<file path="src/design/fault_status_map.vh">
// Offsets, field positions and reset values of the fault status registers
`ifndef FAULT_STATUS_MAP_VH
`define FAULT_STATUS_MAP_VH
`define OFS_POWER_STAGE      8'he0
`define OFS_CONTROLLER       8'he2
`define RST_POWER_STAGE      32'h00000000
`define RST_CONTROLLER       32'h00000000
`define PS_SUMMARY_BIT       31
`define PS_STEP_DOWN_ERR_BIT 30
`define PS_OC_SUMMARY_BIT    28
`define PS_OVERVOLT_BIT      26
`define PS_THERMAL_ANY_BIT   25
`define PS_THERMAL_WARN_BIT  23
`define PS_THERMAL_SHUT_BIT  22
`define PS_SWITCH_OC_MSB     21
`define PS_SWITCH_OC_LSB     16
`define PS_OTP_ERR_BIT       14
`define PS_STEP_DOWN_OC_BIT  13
`define PS_STEP_DOWN_UV_BIT  12
`define PS_PUMP_UV_BIT       11
`define CF_SUMMARY_BIT       31
`define CF_FLAG_MASK         32'h3fffc008
`endif

</file>
<file path="src/design/fault_status_registers.v">
// Read-only power-stage and controller fault status registers
`timescale 1ns/1ns
`include "fault_status_map.vh"

// Behaviour
// - Power-stage bit 31 is OR of all its flags; fault pin mirrors it, low.
// - Bit 30 reads one while a step-down regulator fault is latched.
// - Bit 28 reads one when any switch overcurrent is latched.
// - Bit 26 reads one when motor supply overvoltage is latched.
// - Bit 25 is set when thermal warning or thermal shutdown is latched.
// - Bit 23 reports thermal warning.
// - Bit 22 reports thermal shutdown.
// - Bits 21..16: C high, C low, B high, B low, A high, A low overcurrent.
// - Bit 14 reports one-time memory error.
// - Bit 13 reports step-down regulator overcurrent.
// - Bit 12 reports step-down regulator undervoltage.
// - Bit 11 reports charge pump undervoltage.
// - Controller fault register at E2h, read-only, zero after reset.
// - Power-stage fault register at E0h, zero after reset.
// - Controller bit 31 is OR of all controller fault flags.
module fault_status_registers
(
  // Clock and reset
  input  wire        clock,
  input  wire        rst,
  // Fault detectors, level while the condition lasts
  input  wire        step_down_reg_error,
  input  wire        supply_overvolt_flag,
  input  wire        thermal_warning_flag,
  input  wire        thermal_shutdown_flag,
  input  wire [5:0]  switch_overcurrent,
  input  wire        otp_error,
  input  wire        step_down_overcurrent,
  input  wire        step_down_undervolt,
  input  wire        charge_pump_undervolt,
  input  wire [31:0] controller_fault_in,
  // Fault clear, one-cycle pulse
  input  wire        fault_clear,
  // Register read port
  input  wire        rd_en,
  input  wire [7:0]  rd_addr,
  // Register write port, accepted and ignored
  input  wire        wr_en,
  input  wire [7:0]  wr_addr,
  input  wire [31:0] wr_data,
  output reg  [31:0] rd_data,
  output reg         rd_valid,
  // Fault pin and register images
  output reg         error_indicator_pin_low,
  output reg  [31:0] power_stage_fault_flags,
  output reg  [31:0] controller_fault_flags
);

  // Next state of the two sticky banks
  wire [31:0] ps_nxt;
  wire [31:0] cf_nxt;
  // Raw fault events at their register positions
  reg  [31:0] ps_evt;
  wire [31:0] cf_evt;
  // Images with summary bits rebuilt
  reg  [31:0] ps_img;
  reg  [31:0] cf_img;
  // Read data ahead of its output register
  reg  [31:0] rd_data_nxt;
  // Write port has no effect
  wire        unused_wr;

  always @*
  begin
    ps_evt = 32'h00000000;
    ps_evt[`PS_STEP_DOWN_ERR_BIT] = step_down_reg_error;
    ps_evt[`PS_OVERVOLT_BIT] = supply_overvolt_flag;
    ps_evt[`PS_THERMAL_WARN_BIT] = thermal_warning_flag;
    ps_evt[`PS_THERMAL_SHUT_BIT] = thermal_shutdown_flag;
    ps_evt[`PS_SWITCH_OC_MSB:`PS_SWITCH_OC_LSB] = switch_overcurrent;
    ps_evt[`PS_OTP_ERR_BIT] = otp_error;
    ps_evt[`PS_STEP_DOWN_OC_BIT] = step_down_overcurrent;
    ps_evt[`PS_STEP_DOWN_UV_BIT] = step_down_undervolt;
    ps_evt[`PS_PUMP_UV_BIT] = charge_pump_undervolt;
  end

  // Reserved positions masked so stray detector bits never show
  assign cf_evt = controller_fault_in & `CF_FLAG_MASK;

  // Power-stage flags hold until a clear arrives with their detector low
  sticky_flags
  #(
    .WIDTH       (32),
    .RESET_VALUE (`RST_POWER_STAGE)
  )
  sticky_flags_inst
  (
    .clock     (clock),
    .rst       (rst),
    .clear     (fault_clear),
    .set       (ps_evt),
    .flags_nxt (ps_nxt)
  );

  // Controller flags use the same bank
  sticky_flags
  #(
    .WIDTH       (32),
    .RESET_VALUE (`RST_CONTROLLER)
  )
  sticky_flags_ctrl_inst
  (
    .clock     (clock),
    .rst       (rst),
    .clear     (fault_clear),
    .set       (cf_evt),
    .flags_nxt (cf_nxt)
  );

  // Summaries come from next state so image and pin agree in one cycle; read returns that image one cycle later
  always @*
  begin
    ps_img = ps_nxt;
    ps_img[`PS_OC_SUMMARY_BIT] = |ps_nxt[`PS_SWITCH_OC_MSB:`PS_SWITCH_OC_LSB];
    ps_img[`PS_THERMAL_ANY_BIT] = ps_nxt[`PS_THERMAL_WARN_BIT] |
                                  ps_nxt[`PS_THERMAL_SHUT_BIT];
    ps_img[`PS_SUMMARY_BIT] = |ps_nxt[30:0];
  end

  always @*
  begin
    cf_img = cf_nxt;
    cf_img[`CF_SUMMARY_BIT] = |cf_nxt[30:0];
  end

  // Read returns the image registered last cycle; writes have no path here
  always @*
  begin
    rd_data_nxt = 32'h00000000;
    if (rd_en)
    begin
      case (rd_addr)
        `OFS_POWER_STAGE:
          rd_data_nxt = power_stage_fault_flags;
        `OFS_CONTROLLER:
          rd_data_nxt = controller_fault_flags;
        default:
          rd_data_nxt = 32'h00000000;
      endcase
    end
  end

  always @(posedge clock)
  begin
    if (rst)
    begin
      power_stage_fault_flags <= `RST_POWER_STAGE;
      controller_fault_flags  <= `RST_CONTROLLER;
      error_indicator_pin_low <= 1'b1;
    end
    else
    begin
      power_stage_fault_flags <= ps_img;
      controller_fault_flags  <= cf_img;
      error_indicator_pin_low <= ~ps_img[`PS_SUMMARY_BIT];
    end
  end

  always @(posedge clock)
  begin
    if (rst)
    begin
      rd_valid <= 1'b0;
    end
    else
    begin
      rd_valid <= rd_en;
    end
  end

  always @(posedge clock)
  begin
    if (rst)
    begin
      rd_data <= 32'h00000000;
    end
    else
    begin
      rd_data <= rd_data_nxt;
    end
  end

  // Write port accepted only so the host bus can be wired; contents never change
  assign unused_wr = wr_en & (|wr_addr) & (|wr_data);

endmodule

// Bank of sticky flags; a set in the clear cycle wins
module sticky_flags
#(
  parameter             WIDTH       = 32,
  parameter [WIDTH-1:0] RESET_VALUE = {WIDTH{1'b0}}
)
(
  // Clock and reset
  input  wire             clock,
  input  wire             rst,
  // Clear pulse and set events
  input  wire             clear,
  input  wire [WIDTH-1:0] set,
  // Next state, so callers can build images without a cycle of lag
  output wire [WIDTH-1:0] flags_nxt
);

  reg  [WIDTH-1:0] flags_r;

  // A fault still present during clear stays set: set wins over clear
  assign flags_nxt = (clear ? {WIDTH{1'b0}} : flags_r) | set;

  always @(posedge clock)
  begin
    if (rst)
    begin
      flags_r <= RESET_VALUE;
    end
    else
    begin
      flags_r <= flags_nxt;
    end
  end

endmodule

</file>
<file path="config.mk">
export PLATFORM = sky130hd
export DESIGN_NAME = fault_status_registers
export DESIGN_NICKNAME = d
export VERILOG_FILES = /design/src/design/fault_status_registers.v
export VERILOG_INCLUDE_DIRS = /design/src /design/src/design
export SDC_FILE = /design/constraint.sdc
export NUM_CORES = 1
export LEC_CHECK = 0
export BUFFER_PORTS_ARGS = -buffer_cell sky130_fd_sc_hd__clkbuf_2
export CAP_MARGIN = 20
export CELL_PAD_IN_SITES_DETAIL_PLACEMENT = 0
export CELL_PAD_IN_SITES_GLOBAL_PLACEMENT = 1
export CORE_MARGIN = 8
export CORE_UTILIZATION = 28
export DETAILED_ROUTE_END_ITERATION = 8
export GPL_TIMING_DRIVEN = 0
export PLACE_DENSITY_LB_ADDON = 0.1
export SETUP_SLACK_MARGIN = 0.2
export SLEW_MARGIN = 0
export SYNTH_ARGS = -nofsm -noshare
export SYNTH_HDL_FRONTEND = slang
export SYNTH_SLANG_ARGS = --single-unit
</file>
<file path="constraint.sdc">
create_clock -name clock -period 1.1 [get_ports clock]
set_input_delay 0.055 -clock clock [delete_from_list [all_inputs] [get_ports clock]]
set_output_delay 0.055 -clock clock [all_outputs]
set_load 0.01 [all_outputs]
</file>
==> results.ini <==
[floorplan]
start_util = 0.2849
rows = 41
die_h_microns = 129.1
die_w_microns = 129.1
die_area_sq_mm = 0.01666
pin_count = 197
core_area_sq_mm = 0.01257

[sta]
timing.final.crit_share = 1.147
timing.final.ws_setup_ns = -0.1622
tns_ns = -0.5332
relSlewSlack = 0.5881
fmax_ghz = 0.7923
min_period_ns = 1.262
setup_viol = 5
slew_viol_final = 0
grt_setup_unrepaired = yes
finClkSkew_ns = 0.004764
hold_violations = 0
worst_slew_pin_slew_ns = 0.6178

[power_and_ir_drop]
power.density_mw_per_mm2 = 1214
clockPowerShare = 0.421
swShare = 0.2298
p_sw_w = 0.001841
seqPwrFrac = 0.471
pwr-share-comb = 0.108
p_int_w = 0.006171
peakVddDrop_v = 0.0006755
leakage_nw = 2.755

[worst_setup_path]
arrival_ns = 1.47
cp_top_family = simple AND/OR/NAND/NOR gates
worstSetupPathType = reg2reg
cp-start-kind = flip-flop
slowest_stage = dfxtp_4
cp-startpoint = controller_fault_flags[27]
end_kind = flip-flop
r2r-start = controller_fault_flags[27]
slowest_delay_ns = 0.38
critPathBufInv = 0
worstPathCellList = nor4_4 -> nand4_1 -> o21ai_1 -> a21oi_1
worstPathRequired_ns = 1.31
cp_max_fo = 4

[logic_synthesis]
synthFlopType = dfxtp_1
syn_area_sq_mm = 0.003581
mappedNetlistNets = 458
ys.warnings.count = 0
postSynthAreaPerCell_sq_um = 9.975
synth-xor-area-share = 0
netlist_instances = 359
async_reset_ff_frac = 0
synth-simple-area-share = 0.2065
synth_compound_area_frac = 0.1366
synth_seq_cells = 100
ys_seq_area_frac = 0.5590
muxShareOfSynthArea = 0
ys_types = 30
synth_top_family_by_area = simple AND/OR/NAND/NOR gates
synth_edf_count = 0
synthAdderAreaFrac = 0

[drt]
vias = 3342
drt-initial-drc-count = 129
vias_per_cell = 4.426
wire_per_inst_microns = 17.55
drc = 0
drt_wl_total_microns = 13250
met3_length_microns = 880
ant_nets = 0
met2WireLength_microns = 6439
drt_pass1_iterations = 4
wl_met1_microns = 5712
highest_layer = met4

[flow_run]
maxCapViolations = 0

[place]
place_hpwl_microns = 9271
port_buffers = 140
place.gp.congestion = 0.7589

[clocking]
clockRootBuffer = clkbuf_16
cts_buffers = 9
clk_pin_slew_ns = 0.07
numClockSinks = 100
clk_path_buf_depth = 2
ctsHtreeMaxLevel = 3
cts_tree = yes
clock_latency_ns = 0.35

[grt]
grt_antenna_before_repair = 0
track_usage = 0.1594
grt_pass1_wl_microns = 20030
grt_start_max_net_pins = 15
grt_pass1_vias = 3552
overflow = 0

[min_path]
min_path_type = in2reg
hp-start = switch_overcurrent[0]

[layout]
syn_to_final_growth_pct = 84.28
final_nets = 679
final_util = 0.5250
antenna_cells = 0
n_fill_cell = 1155
drive_above_1_share = 0.6038
mostFrequentLayoutCell = clkbuf_2
layout_common_cells = clkbuf_2, buf_6, nor2_1

[status]
status = finished with violations
violations = negative setup slack

layout make-up:
class,instances,area (sq um),area share
Buffer,49,491.7,0.07452
Clock buffer,12,246.5,0.03735
Tap cell,172,215.2,0.03261
Multi-Input combinational cell,207,1469,0.2226
Clock inverter,2,60.06,0.009101
Sequential cell,100,2210,0.3349
Inverter,3,11.26,0.001706
Timing Repair Buffer,210,1896,0.2873
worst paths after layout:
path / end / slack, ns / cells after the start
setup / recovery: controller_fault_flags[31] / -0.16 / 4
hold / removal: power_stage_fault_flags[28] / 0.02 / 3
setup reg to reg: controller_fault_flags[31] / -0.16 / 4
hold reg to reg: sticky_flags_inst.flags_r[25] / 0.47 / 1
flip-flops by register name, summed over array words and instances (netlist names):
| signal | cells |
|---|---|
| controller_fault_flags | 32 |
| error_indicator_pin_low | 1 |
| power_stage_fault_flags | 32 |
| rd_data | 32 |
| rd_valid | 1 |
| sticky_flags_inst.flags_r | 2 |
kinds of logic (layout without fill, tap and decap cells):
| logic type | after synthesis | count (layout) |
|---|---|---|
| buffers and inverters | 52 | 276 |
| AO/OA/AOI/OAI | 70 | 70 |
| flip-flops | 100 | 100 |
| AND/OR/NAND/NOR | 137 | 137 |
synth_stat cells (all sizes together), types with 2 or more instances:
master	number	area (sq um)
nor4	18	112.6
nand4	3	18.77
a22oi	32	290.3
nor2	71	291.5
dfxtp	100	2002
inv	3	11.26
and2	31	193.9
or4	2	18.77
a21oi	34	170.2
buf	38	297.8
clkbuf	11	41.29
nor3	5	47.54
what timing repair did:
action                     4_1_cts  5_1_grt
setup buffers                   22       11
gates cloned                     4        2
hold buffers                    31        0
hold endpoints to repair        31        0
setup endpoints to repair       98      121
gates resized for setup        216       76
pin swaps                       23       18
through the flow:
step / area, sq um / hold slack [ns] / setup WS (ns) / power, W / std cells
after global placement: 4606 / 0.2807 / -0.5397 / 0.004458 / 671
after global routing: 6599 / 0.04561 / -0.2545 / 0.008333 / 755
after floorplan: 3690 / 0.1723 / -0.04556 / 0.004151 / 359
after CTS: 6237 / 0.01137 / -0.1978 / 0.008030 / 742
after detailed placement: 4606 / 0.2864 / -0.5096 / 0.004463 / 671
final: 6599 / 0.01943 / -0.1622 / 0.008013 / 755
power groups by stage:
stage / logic, W / registers [W] / clock network (W)
global route: 0.000939 / 0.00379 / 0.00361
detailed placement: 0.000548 / 0.00391 / 0
finish: 0.000866 / 0.00377 / 0.00337
CTS: 0.000791 / 0.00378 / 0.00346
floorplan: 0.000253 / 0.00390 / 0
global placement: 0.000544 / 0.00391 / 0
worst register-to-register path, delay by kind of cell (launching register included):
family           cells  cell delay [ns]
AO/OA/AOI/OAI        2             0.25
flip-flops           1             0.38
AND/OR/NAND/NOR      2             0.50
per-layer routing:
metal  track usage  up-vias
met5             0        -
li1              -     1667
met4       0.06220        0
met2        0.2629       96
met3       0.04889       16
met1        0.1903     1563
Note: power is estimated with default switching activity, not from simulation.
